$ cat src/hw/dffrc_cfg.svh
/*
 * Constants for the clearable D storage register banks: widths,
 * synchroniser depth and reset values.
 * Assumes inclusion by bare name from the package and the modules.
 */
`ifndef DFFRC_CFG_SVH
`define DFFRC_CFG_SVH

`define DFFRC_HEX_WIDTH 6
`define DFFRC_QUAD_WIDTH 4
`define DFFRC_SYNC_STAGES 3
`define DFFRC_HEX_RESET 6'h00
`define DFFRC_QUAD_RESET 4'h0
`define DFFRC_CLK_PERIOD_NS 5
`define DFFRC_PIN_LATENCY_CYCLES 3

`endif

$ cat src/hw/dffrc_pkg.sv
/*
 * Types shared by the register bank modules.
 * Assumes dffrc_cfg.svh is on the include path.
 */
`include "dffrc_cfg.svh"

package dffrc_pkg;
    typedef logic [`DFFRC_HEX_WIDTH-1:0] dffrc_hex_t;
    typedef logic [`DFFRC_QUAD_WIDTH-1:0] dffrc_quad_t;
endpackage : dffrc_pkg

$ cat src/hw/dffrc_sync.sv
/*
 * Three-stage pin synchroniser with agreement filter: a bit of the
 * filtered output follows only when the second and third stages agree.
 * Assumes a single clock domain and a synchronous active-high reset.
 */
`timescale 1ns/1ps
`include "dffrc_cfg.svh"

module dffrc_sync #(
    parameter int WIDTH = 1
) (
    input wire logic clock_in,
    input wire logic rst_in,
    input wire logic clk_en_in,
    input wire logic [WIDTH-1:0] pin_in,
    output logic [WIDTH-1:0] level_out
);
    logic [WIDTH-1:0] stage1_reg;
    logic [WIDTH-1:0] stage2_reg;
    logic [WIDTH-1:0] stage3_reg;
    logic [WIDTH-1:0] level_reg;

    always_ff @(posedge clock_in) begin
        if (rst_in) begin
            stage1_reg <= '0;
            stage2_reg <= '0;
            stage3_reg <= '0;
        end else if (clk_en_in) begin
            stage1_reg <= pin_in;
            stage2_reg <= stage1_reg;
            stage3_reg <= stage2_reg;
        end
    end

    genvar i;
    generate
        for (i = 0; i < WIDTH; i++) begin : g_filter
            always_ff @(posedge clock_in) begin
                if (rst_in) begin
                    level_reg[i] <= 1'b0;
                end else if (clk_en_in && (stage2_reg[i] == stage3_reg[i])) begin
                    level_reg[i] <= stage3_reg[i];
                end
            end
        end
    endgenerate

    assign level_out = level_reg;
endmodule : dffrc_sync

$ cat src/hw/dffrc_top.sv
/*
 * Two banks of edge-loaded D storage flip-flops, each bank with its own common clear:
 * a six-wide bank with true outputs and a four-wide bank with true and
 * complementary outputs. Bank clock, clear and data arrive as pins.
 * Assumes clock_in far faster than the bank clocks; bank pins are
 * asynchronous to clock_in and are filtered before use, though the raw clear also gates the outputs.
 */
// Summary of operation
// RULE_01: Rising bank clock loads data while clear high
// RULE_02: Clear low forces Q low, complement high
// RULE_03: Steady bank clock leaves outputs unchanged
// RULE_04: Six-wide bank has true outputs only
// RULE_05: Four-wide bank has true and complement outputs
// RULE_06: Own data per flop, shared clock, clear
// RULE_07: Clear beats coincident edge; next edge loads
`timescale 1ns/1ps
`include "dffrc_cfg.svh"

module dffrc_top (
    input wire logic clock_in,
    input wire logic rst_in,
    input wire logic clk_en_in,
    input wire logic hex_bank_clk_in,
    input wire logic hex_clear_n_in,
    input wire dffrc_pkg::dffrc_hex_t hex_d_in,
    output dffrc_pkg::dffrc_hex_t hex_q_out,
    input wire logic quad_bank_clk_in,
    input wire logic quad_clear_n_in,
    input wire dffrc_pkg::dffrc_quad_t quad_d_in,
    output dffrc_pkg::dffrc_quad_t quad_q_out,
    output dffrc_pkg::dffrc_quad_t quad_q_n_out
);
    import dffrc_pkg::*;

    localparam int HEX_PINS = `DFFRC_HEX_WIDTH + 2;
    localparam int QUAD_PINS = `DFFRC_QUAD_WIDTH + 2;

    function automatic logic rising(input logic now_level, input logic was_level);
        rising = now_level & ~was_level;
    endfunction : rising

    logic [HEX_PINS-1:0] hex_level;
    logic [QUAD_PINS-1:0] quad_level;
    logic hex_clk_prev_reg;
    logic quad_clk_prev_reg;
    logic hex_load;
    logic quad_load;
    logic hex_clear_active;
    logic quad_clear_active;
    dffrc_hex_t hex_d_level;
    dffrc_quad_t quad_d_level;
    dffrc_hex_t hex_store_reg;
    dffrc_quad_t quad_store_reg;

    // Clock, clear and data pass one filter so their delays stay matched
    dffrc_sync #(
        .WIDTH(HEX_PINS)
    ) u_hex_sync (
        .clock_in(clock_in),
        .rst_in(rst_in),
        .clk_en_in(clk_en_in),
        .pin_in({hex_bank_clk_in, hex_clear_n_in, hex_d_in}),
        .level_out(hex_level)
    );

    dffrc_sync #(
        .WIDTH(QUAD_PINS)
    ) u_quad_sync (
        .clock_in(clock_in),
        .rst_in(rst_in),
        .clk_en_in(clk_en_in),
        .pin_in({quad_bank_clk_in, quad_clear_n_in, quad_d_in}),
        .level_out(quad_level)
    );

    assign hex_d_level = hex_level[`DFFRC_HEX_WIDTH-1:0];
    assign quad_d_level = quad_level[`DFFRC_QUAD_WIDTH-1:0];
    assign hex_clear_active = ~hex_level[HEX_PINS-2];
    assign quad_clear_active = ~quad_level[QUAD_PINS-2];

    always_ff @(posedge clock_in) begin
        if (rst_in) begin
            hex_clk_prev_reg <= 1'b0;
        end else if (clk_en_in) begin
            hex_clk_prev_reg <= hex_level[HEX_PINS-1];
        end
    end

    always_ff @(posedge clock_in) begin
        if (rst_in) begin
            quad_clk_prev_reg <= 1'b0;
        end else if (clk_en_in) begin
            quad_clk_prev_reg <= quad_level[QUAD_PINS-1];
        end
    end

    // Only a low-to-high step of the filtered bank clock loads
    assign hex_load = rising(hex_level[HEX_PINS-1], hex_clk_prev_reg); // [RULE_03]
    assign quad_load = rising(quad_level[QUAD_PINS-1], quad_clk_prev_reg); // [RULE_03]

    genvar i;
    generate
        for (i = 0; i < `DFFRC_HEX_WIDTH; i++) begin : g_hex_flop
            always_ff @(posedge clock_in) begin
                if (rst_in) begin
                    hex_store_reg[i] <= 1'b0;
                end else if (clk_en_in) begin
                    if (hex_clear_active) begin
                        hex_store_reg[i] <= 1'b0; // [RULE_07] [RULE_02]
                    end else if (hex_load) begin
                        hex_store_reg[i] <= hex_d_level[i]; // [RULE_01] [RULE_06]
                    end
                end
            end
        end
        for (i = 0; i < `DFFRC_QUAD_WIDTH; i++) begin : g_quad_flop
            always_ff @(posedge clock_in) begin
                if (rst_in) begin
                    quad_store_reg[i] <= 1'b0;
                end else if (clk_en_in) begin
                    if (quad_clear_active) begin
                        quad_store_reg[i] <= 1'b0; // [RULE_07] [RULE_02]
                    end else if (quad_load) begin
                        quad_store_reg[i] <= quad_d_level[i]; // [RULE_01] [RULE_06]
                    end
                end
            end
        end
    endgenerate

    // Raw clear gates the outputs so a clear shows at once, not after the filter
    assign hex_q_out = hex_clear_n_in ? hex_store_reg : `DFFRC_HEX_RESET; // [RULE_02] [RULE_04]
    assign quad_q_out = quad_clear_n_in ? quad_store_reg : `DFFRC_QUAD_RESET; // [RULE_02]
    assign quad_q_n_out = ~quad_q_out; // [RULE_05]
endmodule : dffrc_top

$ cat config.mk
export PLATFORM = sky130hd
export DESIGN_NAME = dffrc_top
export DESIGN_NICKNAME = d
export VERILOG_FILES = /design/src/hw/dffrc_pkg.sv /design/src/hw/dffrc_sync.sv /design/src/hw/dffrc_top.sv
export VERILOG_INCLUDE_DIRS = /design/src /design/src/hw
export SDC_FILE = /design/constraint.sdc
export NUM_CORES = 1
export LEC_CHECK = 0
export BUFFER_PORTS_ARGS = -buffer_cell sky130_fd_sc_hd__clkbuf_2
export CORE_UTILIZATION = 50
export CTS_CLUSTER_DIAMETER = 30
export DETAILED_ROUTE_END_ITERATION = 16
export PLACE_DENSITY = 0.72
export SLEW_MARGIN = 25
export SYNTH_ARGS = -nofsm -noshare
export SYNTH_HDL_FRONTEND = slang
export SYNTH_SLANG_ARGS = --single-unit
$ cat constraint.sdc
create_clock -name clock_in -period 1.3 [get_ports clock_in]
set_input_delay 0 -clock clock_in [delete_from_list [all_inputs] [get_ports clock_in]]
set_output_delay 0 -clock clock_in [all_outputs]
set_load 0.01 [all_outputs]
# Yosys cells after proc, flatten, opt, wreduce, memory -nomap -nowiden
# Cells that the tools add are included.
op_classes:
  eq_ne: 16
  n_mux: 22
  bitwise_logic: 5
  n_reduce_logical: 16
op_table:
  columns: ["operator", "count"]
  rows:
  - ["$mux W1", 20]
  - ["$eq A1 B1 Y1", 14]
  - ["$logic_and A1 B1 Y1", 14]
  - ["$mux W6", 1]
  - ["$mux W4", 1]
  - ["$ne A2 B2 Y1 const B", 2]
  - ["$not A4 Y4", 1]
  - ["$reduce_and A2 Y1", 2]
  - ["$and A1 B1 Y1", 2]
  - ["$not A1 Y1", 2]
totals:
  regBits: 68
  input_bits: 17
  out_inout_bits: 14
  elab_cells: 91

# Logic depth before layout (Yosys ltp)
# Gate-level depths: netlist of the first run.
depth:
  ltp_word: 4
  depth_mapped: 5

# By module
# From an unflattened synthesis of the first run, not the netlist that was laid out.
unflattened:
  hier_cells: 302
  area_unflattened_um2: 3049.2
modules_own_cells:
  columns: ["mod", "instances", "cells_each", "area_each_um2", "seq_area_each_um2"]
  rows:
  - ["dffrc_sync at u_hex_sync", 1, 129, 1403.8, 640.6]
  - ["dffrc_sync at u_quad_sync", 1, 96, 1048.5, 480.5]
  - ["dffrc_top", 1, 77, 596.8, 240.2]

# Least setup slack after synthesis of the first run
# Ideal clock, no wire load.
synth_timing:
  kind: "flip-flop to flip-flop"
  startpoint: "reg hex_clk_prev_reg"
  endpoint: "reg hex_store_reg[0]"
  setup_ns: 0.060
  arrival_time_ns: 0.950
  required_time_ns: 1.240
  setup_slack_ns: 0.291
  path_stages_with_launch: 4
  period_less_slack_ns: 1.009
  cell_sequence: "dfxtp_1 -> inv_1 -> a311oi_2 -> a22o_1"
synth_via:
  elab_chain_cells: 4
synth_lines:
  columns: ["item", "line_no", "source"]
  rows:
  - ["from (decl)", "dffrc_top.sv:44", "logic hex_clk_prev_reg;"]
  - ["from (signal assigned)", "dffrc_top.sv:85", "hex_clk_prev_reg <= hex_level[HEX_PINS-1];"]
  - ["$not A1 Y1", "dffrc_top.sv:39", "rising = now_level & ~was_level;"]
  - ["$and A1 B1 Y1", "dffrc_top.sv:39", null]
  - ["$ne A2 B2 Y1 (no line)", null, null]
  - ["$reduce_and A2 Y1 (no line)", null, null]
  - ["to (signal, indexed assignment)", "dffrc_top.sv:111", "hex_store_reg[i] <= hex_d_level[i];"]
  - ["to (decl)", "dffrc_top.sv:52", "dffrc_hex_t hex_store_reg;"]
# No other way between the ends.
# A chain may end at the register's enable or synchronous reset.

# Worst setup path in the final report of the first run
layout_timing:
  startpoint: "reg hex_clk_prev_reg"
  endpoint: "reg hex_store_reg[5]"
# The elaborated chain is that of the path after synthesis.

==> results of run 1 <==
==> final cells by class <==
| class | count | area (um2) |
|---|---|---|
| inverters | 6 | 22.5 |
| repair buffers | 51 | 345 |
| fillers | 474 | 1960 |
| flip-flops and latches | 68 | 1360 |
| well taps | 70 | 87.6 |
| multi-input cells | 182 | 1160 |
| clock buffers | 12 | 165 |
| clock inverters | 2 | 10.0 |
==> stage by stage <==
stage          setup slack (ns)  area, um2  hold slack, ns  util [%]
6_report                 0.0980       3150          0.0626      61.6
3_5_place_dp              0.112       2820           0.242      55.3
3_3_place_gp              0.211       2820           0.235      55.3
5_1_grt                 0.00271       3150          0.0915      61.6
2_1_floorplan             0.291       2640          0.0825         -
4_1_cts                   0.105       3150          0.0503      61.6
==> timing repair <==
action | in CTS | in global routing
hold endpoints to repair | 15 | 0
endpoints found under the setup margin | 0 | 0
hold buffers | 15 | 0
==> logic make-up after synthesis <==
| group | synth area share, % |
|---|---|
| buffers and inverters | 4.64 |
| muxes | 16.3 |
| DFF | 51.6 |
| and+or+nand+nor | 13.7 |
| AOI/OAI and AO/OA | 13.7 |
==> cell usage after synthesis <==
cell,number,area (um2)
inv_1,6,22.5
nor2b_1,5,31.3
and2_1,6,37.5
nor4b_4,1,23.8
buf_4,1,7.51
buf_2,1,5.00
nand2b_1,1,6.26
a311oi_2,1,15.0
a21o_1,14,105
clkbuf_2,1,5.00
nand2_2,1,6.26
a21oi_1,19,95.1
nor2_1,43,161
a22o_1,6,52.6
a31oi_1,4,25.0
buf_6,5,56.3
clkbuf_1,7,26.3
dfxtp_1,68,1360
o21ai_0,14,70.1
mux2i_1,43,430
and4b_1,1,10.0
nand2_1,23,86.3
==> worst paths after layout <==
path / start / to / slack [ns]
hold reg to reg: u_quad_sync.stage3_reg[5]$_SDFFE_PP0P_ / u_quad_sync.level_out[5]$_SDFFE_PP0P_ / 0.46
setup / recovery: hex_clk_prev_reg$_SDFFE_PP0P_ / hex_store_reg[5]$_SDFFE_PP0P_ / 0.1
hold / removal: clk_en_in / hex_clk_prev_reg$_SDFFE_PP0P_ / 0.06
setup reg to reg: hex_clk_prev_reg$_SDFFE_PP0P_ / hex_store_reg[5]$_SDFFE_PP0P_ / 0.1
==> per-layer routing <==
layer | wire length [um] | vias to the layer above | global-route usage [%]
met5 | 0 | - | 0
met4 | 42 | 0 | 6.92
met3 | 192 | 5 | 8.43
met2 | 2130 | 31 | 27.8
met1 | 2110 | 930 | 20.8
li1 | - | 1013 | -
==> power by group through the flow <==
stage / Sequential [W] / Combinational [W] / Clock, W
floorplan: 0.00220 / 0.000175 / 0
global placement: 0.00221 / 0.000213 / 0
detailed placement: 0.00221 / 0.000217 / 0
CTS: 0.00216 / 0.000253 / 0.00160
global route: 0.00217 / 0.000278 / 0.00169
finish: 0.00216 / 0.000249 / 0.00154
==> worst max-delay path: cells and delay by family, from the launching register on <==
kind	cells	cell delay, ns
buffers and inverters	1	0.07
DFF	1	0.39
AOI/OAI and AO/OA	2	0.68
==> summary.md, run 1 <==
| Metric | Value |
|---|---|
| Status | finished, final reports clean |
| Worst reg-to-reg path cell count | 3 |
| Vias per std cell | 5.06 |
| CTS Buf Count | 9 |
| Post-synthesis instance total | 271 |
| Finish-stage setup viols | 0 |
| Max-slew violation count | 0 |
| Max incr delay on CP | around 0.45 ns |
| Critical-path cell list | inv_1 > a311oi_2 > a22o_1 |
| Antenna Cells | 0 |
| Port Buffers | 30 |
| First-pass GRT wire length | slightly above 7 mm |
| WHS Path Cells | 3 |
| Worst Path Arrival | about 1.5 ns |
| Switch Pwr | 0.000875 W |
| PostCTS Resize Cnt | 0 |
| CTS root buffer | clkbuf_8 |
| Worst path slowest cell | a311oi_2 |
| Largest net degree at the start of global routing | 32 |
| Power Density | 1250 nW/um2 |
| CP Launch Type | flip-flop |
| # nets final | around 340 |
| Chip width | approximately 75 um |
| Gr usage total | around 18% |
| Routability Congestion | between 0.7 and 0.8 |
| Hpwl dp | ~2.9 mm |
| Leak pwr | 1.48 nW |
| Sequential share of power | between 50% and 60% |
| Mean Syn Cell Area | roughly 9.7 um2 |
| Commonest non-fill, non-tap cell in the layout | dfxtp_1 |
| Placed cell count | about 360 |
| Most frequent cells in the layout | 68 x dfxtp_1, 43 x mux2i_1, 43 x nor2_1 |
| Peak VDD IR | slightly above 0.7 mV |
| CTS tree | done |
| Mean routed wirelength per cell | 11.4 um |
| Row cnt | 26 |
| CTS sink cnt | between 60 and 70 |
| CTS H-tree lvls | 3 |
| Clk_skew | between 0.003 and 0.004 ns |
| Clk buf depth | 2 |
| Chip Height | around 75 um |
| Ports | 31 |
| Setup Total Neg Slack | 0 ns |
| Initial antenna violation count | 0 |
| Area of the core | around 5100 um2 |
| Hold Crit Class | in -> reg |
| Via count | between 1.5k and 2k |
| Synth-to-Final Area Change | 19.2% |
| Seq/Total Area, Yosys | 51.6% |
| Part of the power in the clock network | 39.0% |
| DR iter-0 viols | about 140 |
| CP Capture Type | flip-flop |
| DRC | 0 |
| Power, Total | ~0.004 W |
| Synth Register Bits | a little under 70 |
| Die Area | approximately 5600 um2 |
| Vias in the first global route | 1,674 |
| Post-Route WL | approximately 4.5 mm |
| Combinational Power Share | under 10% |
| Final worst path period need | between 1 and 1.5 ns |
| Initial core utilization | about 52% |
| Number of synthesis warnings | 0 |
| Int Power | slightly above 0.003 W |
| Final hold vios | 0 |
| Critical Path RT | 1.59 ns |
| Post-synthesis cell area | 2640 um2 |
| Clock Pin Slew Worst Setup and Hold Paths | around 0.06 ns |
| Fmax | about 830 MHz |
| Total of max-cap violations | 0 |
| Sw Share | 22.1% |
| Worst-Margin Slew | between 0.5 and 0.6 ns |
| Global route total overflow | 0 |
| DRT Pass-1 Iters | 4 |
| Slew HR | between 60 and 70% |
| Antenna-violating nets left | 0 |
| Clock Latency Late Sink | between 0.3 and 0.4 ns |
| Max FO, Critical Path | 6 |
| RSZ-0062 raised after global routing | false |
| Layout cells sized above 1 | around 17% |
| Synth unique cells | 22 |
| Final worst-path cycle share | 92.5% |
| Final cell count without fillers | around 400 |
| Postcts setup bufs | 0 |
| Critical path class | reg -> reg |
| Post-Syn Nets | approximately 290 |
Power figures use the tool's default switching activity.
==> run 2: changes to the inputs <==
==> constraint.sdc (replaced) <==
create_clock -name clock_in -period 1.3 [get_ports clock_in]
set_input_delay 0.13 -clock clock_in [delete_from_list [all_inputs] [get_ports clock_in]]
set_output_delay 0.13 -clock clock_in [all_outputs]
set_load 0.01 [all_outputs]
==> run 2 against run 1 <==
  * Sequential share of layout area increased by 2.0 points
  * Via count decreased by 4.1%
  * Maximum frequency increased by 7.2%
  * Power decreased by 2.2%
  * Worst setup slack improved by 0.081 ns
  * Critical endpoint is now hex_store_reg[4]$_SDFFE_PP0P_
  * Clock power decreased by 4%
  * Global-route usage decreased by 0.31 points
  * Die area unchanged
  * Combinational power decreased by 11%
  * First-iteration DRC count decreased by 57%
==> summary.md, run 2 (synthesis gave the netlist of run 1 again) <==
| Metric | Value |
|---|---|
| Hold Crit Class | in -> reg |
| Gr usage total | ~17% |
| Critical path class | reg -> reg |
| Max incr delay on CP | roughly 0.40 ns |
| Critical-path cell list | inv_1 > a311oi_2 > a22o_1 |
| Synth-to-Final Area Change | 14.1% |
| Hold Buf Count CTS | 0 |
| Chip width | 74.7 um |
| Final worst-path cycle share | between 80% and 90% |
| Final worst path period need | ~1.1 ns |
| Antenna-violating nets left | 0 |
| # nets final | ~320 |
| Worst-Margin Slew | around 0.45 ns |
| Power Density | around 1300 nW/um2 |
| PostCTS Resize Cnt | 0 |
| Routability Congestion | a little under 0.7 |
| Worst path slowest cell | a311oi_2 |
| Hold Slack | 0.0230 ns |
| Antenna Cells | 0 |
| Area of the core | between 5000 and 6000 um2 |
| Largest net degree at the start of global routing | between 60 and 70 |
| CTS sink cnt | 68 |
| Most frequent cells in the layout | 68 x dfxtp_1, 43 x mux2i_1, 43 x nor2_1 |
| Mean routed wirelength per cell | 11.3 um |
| Initial core utilization | between 50 and 60% |
| CTS tree | done |
| CTS root buffer | clkbuf_8 |
| Worst Path Arrival | roughly 1.4 ns |
| CP Capture Type | flip-flop |
| Layout cells sized above 1 | approximately 17% |
| Vias per std cell | 5.02 |
| Initial antenna violation count | 0 |
| Clk buf depth | 2 |
| Final hold vios | 0 |
| Max-slew violation count | 0 |
| Clock Pin Slew Worst Setup and Hold Paths | 0.06 ns |
| CP bufs+invs | 1 |
| Ports | 31 |
| CTS H-tree lvls | 3 |
| Postcts setup bufs | 0 |
| Port Buffers | 30 |
| CTS Buf Count | 9 |
| CP Launch Type | flip-flop |
| Status | finished, final reports clean |
| Clock Latency Late Sink | roughly 0.34 ns |
| Total of max-cap violations | 0 |
| Dpl cell area | 2840 um2 |
| Clk_skew | 0.00237 ns |
| Commonest non-fill, non-tap cell in the layout | dfxtp_1 |
| CP top delay family | compound AO/OA/AOI/OAI gates |
| Fin area | approximately 3000 um2 |
| Setup Total Neg Slack | 0 ns |
| Hpwl dp | between 2 and 3 mm |
| Row cnt | 26 |
| Peak VDD IR | roughly 0.74 mV |
| Post-Route WL | 4.26 mm |
| Global route total overflow | 0 |
| DR iter-0 viols | roughly 60 |
| Slew HR | a little over two thirds |
| Chip Height | 74.7 um |
| Vias in the first global route | between 1.5k and 2k |
| Max FO, Critical Path | 6 |
| Die Area | between 5000 and 6000 um2 |
| DRC | 0 |
| Critical Path RT | ~1.6 ns |
| RSZ-0062 raised after global routing | false |
| DRT Pass-1 Iters | 4 |
| Via count | 1,898 |
| Finish-stage setup viols | 0 |
| Filler cells | around 470 |
| Fmax | roughly 900 MHz |
| First-pass GRT wire length | between 7 and 8 mm |
| Leak pwr | approximately 1.4 nW |
-- run 2: cell types whose count changed in the layout (fill, tap and decap cells not counted), sizes merged --
| cell | delta |
|---|---|
| clkbuf | +1 |
| buf | +1 |
| dlygate4sd3 | -15 |
-- run 2: path summary, 6_finish.rpt --
kind	start	to	slack [ns]	cells after the start
worst max-delay path	hex_clk_prev_reg$_SDFFE_PP0P_	hex_store_reg[4]$_SDFFE_PP0P_	0.18	3
worst min-delay path	hex_d_in[4]	u_hex_sync.stage1_reg[4]$_SDFFE_PP0P_	0.02	3
worst max register to register	hex_clk_prev_reg$_SDFFE_PP0P_	hex_store_reg[4]$_SDFFE_PP0P_	0.18	3
worst min register to register	u_quad_sync.stage3_reg[5]$_SDFFE_PP0P_	u_quad_sync.level_out[5]$_SDFFE_PP0P_	0.45	2
-- run 2: power by group --
part           internal (W)  total [W]  leakage [nW]  switching (W)
clock              0.000780    0.00148        0.0893       0.000701
sequential          0.00213    0.00216         0.552      0.0000290
combinational      0.000100   0.000221         0.781       0.000120
-- run 2: final cells by class --
type                       instances  area [um2]  share of cell area [%]
tap                               70        87.6                    2.91
clock buffer                      13         159                    5.28
multi-input combinational        182        1160                    38.4
clock inverter                     2        10.0                   0.332
inverter                           6        22.5                   0.748
timing repair buffer              37         215                    7.15
sequential                        68        1360                    45.2
-- run 2: worst register-to-register path, delay by kind of cell, from the launching register on --
kind / cells / cell delay, ns
buffers and inverters: 1 / 0.07
AO/OA/AOI/OAI: 2 / 0.61
flip-flops: 1 / 0.39
-- run 2: per-layer routing --
layer	GRT usage (%)	vias to the layer above	wire (um)
li1	-	985	-
met1	20.3	867	2030
met2	26.7	37	1910
met3	8.84	9	219
met4	7.55	0	94
met5	0	-	0
-- run 2: through the flow --
| stage | setup slack [ns] | instances | total power [W] | utilization (%) |
|---|---|---|---|---|
| CTS | 0.184 | 378 | 0.00393 | 59.0 |
| detailed placement | 0.134 | 363 | 0.00243 | 55.7 |
| finish | 0.179 | 378 | 0.00386 | 59.0 |
| global route | 0.0917 | 378 | 0.00405 | 59.0 |
| global placement | 0.147 | 363 | 0.00243 | 55.7 |
| floorplan | 0.291 | 271 | 0.00237 | - |
==> run 3: changes to the inputs <==
--- a/config.mk
+++ b/config.mk
@@ -8,8 +8,10 @@
 export LEC_CHECK = 0
 export BUFFER_PORTS_ARGS = -buffer_cell sky130_fd_sc_hd__clkbuf_2
 export CORE_UTILIZATION = 50
+export CTS_BUF_LIST = sky130_fd_sc_hd__clkbuf_8 sky130_fd_sc_hd__clkbuf_16
 export CTS_CLUSTER_DIAMETER = 30
 export DETAILED_ROUTE_END_ITERATION = 16
+export GPL_ROUTABILITY_DRIVEN = 0
 export PLACE_DENSITY = 0.72
 export SLEW_MARGIN = 25
 export SYNTH_ARGS = -nofsm -noshare
==> run 3 against run 2 <==
  * Clock skew about the same
  * Critical path depth unchanged
  * Routed wire length decreased by 0.19%
  * Critical path type unchanged
==> summary.md, run 3 (synthesis gave the netlist of run 1 again) <==
| Metric | Value |
|---|---|
| Max FO, Critical Path | 6 |
| CTS sink cnt | 68 |
| Part of the power in the clock network | between 30% and 40% |
| Chip Height | 74.7 um |
| Power, Total | around 0.0038 W |
| Via count | about 1.9k |
| Initial core utilization | 51.7% |
| Finish-stage setup viols | 0 |
| Power Density | about 1300 nW/um2 |
| Fin area | about 3000 um2 |
| Setup Total Neg Slack | 0 ns |
| Final worst path period need | 1.12 ns |
| CTS H-tree lvls | 3 |
| CTS Buf Count | 9 |
| DR iter-0 viols | roughly 60 |
| Mean routed wirelength per cell | ~11 um |
| Clock Latency Late Sink | 0.34 ns |
| Peak VDD IR | approximately 0.74 mV |
| # nets final | between 300 and 400 |
| Clk_skew | roughly 0.002 ns |
| CTS tree | done |
| Global route total overflow | 0 |
| Worst path slowest cell | a311oi_2 |
| Hold Buf Count CTS | 0 |
| Antenna-violating nets left | 0 |
| DRT Pass-1 Iters | 4 |
| Final hold vios | 0 |
| Most frequent cells in the layout | 68 x dfxtp_1, 43 x mux2i_1, 43 x nor2_1 |
| Antenna Cells | 0 |
| Combinational Power Share | under 10% |
| Postcts setup bufs | 0 |
| Switch Pwr | around 0.00085 W |
| Total of max-cap violations | 0 |
| PostCTS Resize Cnt | 0 |
| Sw Share | between 20% and 30% |
| Max incr delay on CP | roughly 0.40 ns |
| Critical-path cell list | inv_1 > a311oi_2 > a22o_1 |
| Die Area | about 5600 um2 |
| Filler cells | about 470 |
| Vias per std cell | 5.02 |
| Post-Route WL | ~4.2 mm |
| Port Buffers | 30 |
| Hold Crit Class | in -> reg |
| Area of the core | ~5100 um2 |
| Fmax | roughly 900 MHz |
| Hold Slack | 0.0229 ns |
| Largest net degree at the start of global routing | 63 |
| Row cnt | 26 |
| Layout cells sized above 1 | roughly 17% |
| Max-slew violation count | 0 |
| Status | finished, final reports clean |
| Sequential share of power | 56.2% |
| CTS root buffer | clkbuf_8 |
| Critical Path RT | 1.58 ns |
| First-pass GRT wire length | between 7 and 8 mm |
| CP Capture Type | flip-flop |
| RSZ-0062 raised after global routing | false |
| Commonest non-fill, non-tap cell in the layout | dfxtp_1 |
| Worst-Margin Slew | around 0.45 ns |
| CP Launch Type | flip-flop |
| Clock Pin Slew Worst Setup and Hold Paths | roughly 0.060 ns |
| Leak pwr | roughly 1.4 nW |
| Final worst-path cycle share | a little under nine tenths |
| Clk buf depth | 2 |
| Hpwl dp | between 2 and 3 mm |
| Slew HR | 70.2% |
| Dpl cell area | roughly 2800 um2 |
| Worst Path Arrival | between 1 and 1.5 ns |
| Synth-to-Final Area Change | 14.1% |
| Initial antenna violation count | 0 |
| Chip width | 74.7 um |
| Critical path class | reg -> reg |
| DRC | 0 |
| Gr usage total | between 10% and 20% |
| Ports | 31 |
| Vias in the first global route | ~1.6k |
| Int Power | 0.00300 W |
[run 3: changes by cell type in the layout (fill, tap and decap cells not counted), sizes merged]
cell / previous run / this run
clkbuf: 42 / 40
inv: 6 / 8
[run 3: worst paths after layout]
check             slack, ns                                     to                                   start  cells after the start
hold reg to reg        0.46  u_quad_sync.level_out[5]$_SDFFE_PP0P_  u_quad_sync.stage3_reg[5]$_SDFFE_PP0P_                      2
hold / removal         0.02  u_hex_sync.stage1_reg[4]$_SDFFE_PP0P_                             hex_d_in[4]                      3
setup / recovery       0.18          hex_store_reg[4]$_SDFFE_PP0P_           hex_clk_prev_reg$_SDFFE_PP0P_                      3
setup reg to reg       0.18          hex_store_reg[4]$_SDFFE_PP0P_           hex_clk_prev_reg$_SDFFE_PP0P_                      3
[run 3: power groups by stage]
stage | registers, W | logic (W) | clock network, W
after global routing | 0.00217 | 0.000245 | 0.00163
after detailed placement | 0.00221 | 0.000223 | 0
after floorplan | 0.00220 | 0.000175 | 0
final | 0.00216 | 0.000220 | 0.00147
after CTS | 0.00216 | 0.000224 | 0.00153
after global placement | 0.00221 | 0.000220 | 0
[run 3: layout make-up]
cell class,instances,area (um2),share of cell area (%)
clock buffer,11,151,5.03
multi-input combinational,182,1160,38.4
tap,70,87.6,2.91
inverter,6,22.5,0.748
sequential,68,1360,45.2
clock inverter,4,17.5,0.582
timing repair buffer,37,215,7.15
[run 3: per-layer routing]
layer,wire (um),track usage (%),vias to the layer above
met4,94,7.55,0
met3,218,8.84,9
met1,2030,20.3,864
met2,1910,26.7,37
li1,-,-,986
met5,0,0,-
[run 3: worst max-delay path, delay by kind of cell, from the launching register on]
| family | cells | cell delay, ns |
|---|---|---|
| AOI/OAI and AO/OA | 2 | 0.61 |
| DFF | 1 | 0.39 |
| buffers and inverters | 1 | 0.07 |
[run 3: metrics by stage]
stage,worst slack (ns),util [%],cells
6_report,0.179,59.0,378
5_1_grt,0.0922,59.0,378
4_1_cts,0.185,59.0,378
3_5_place_dp,0.134,55.7,363
3_3_place_gp,0.147,55.7,363
2_1_floorplan,0.291,-,271
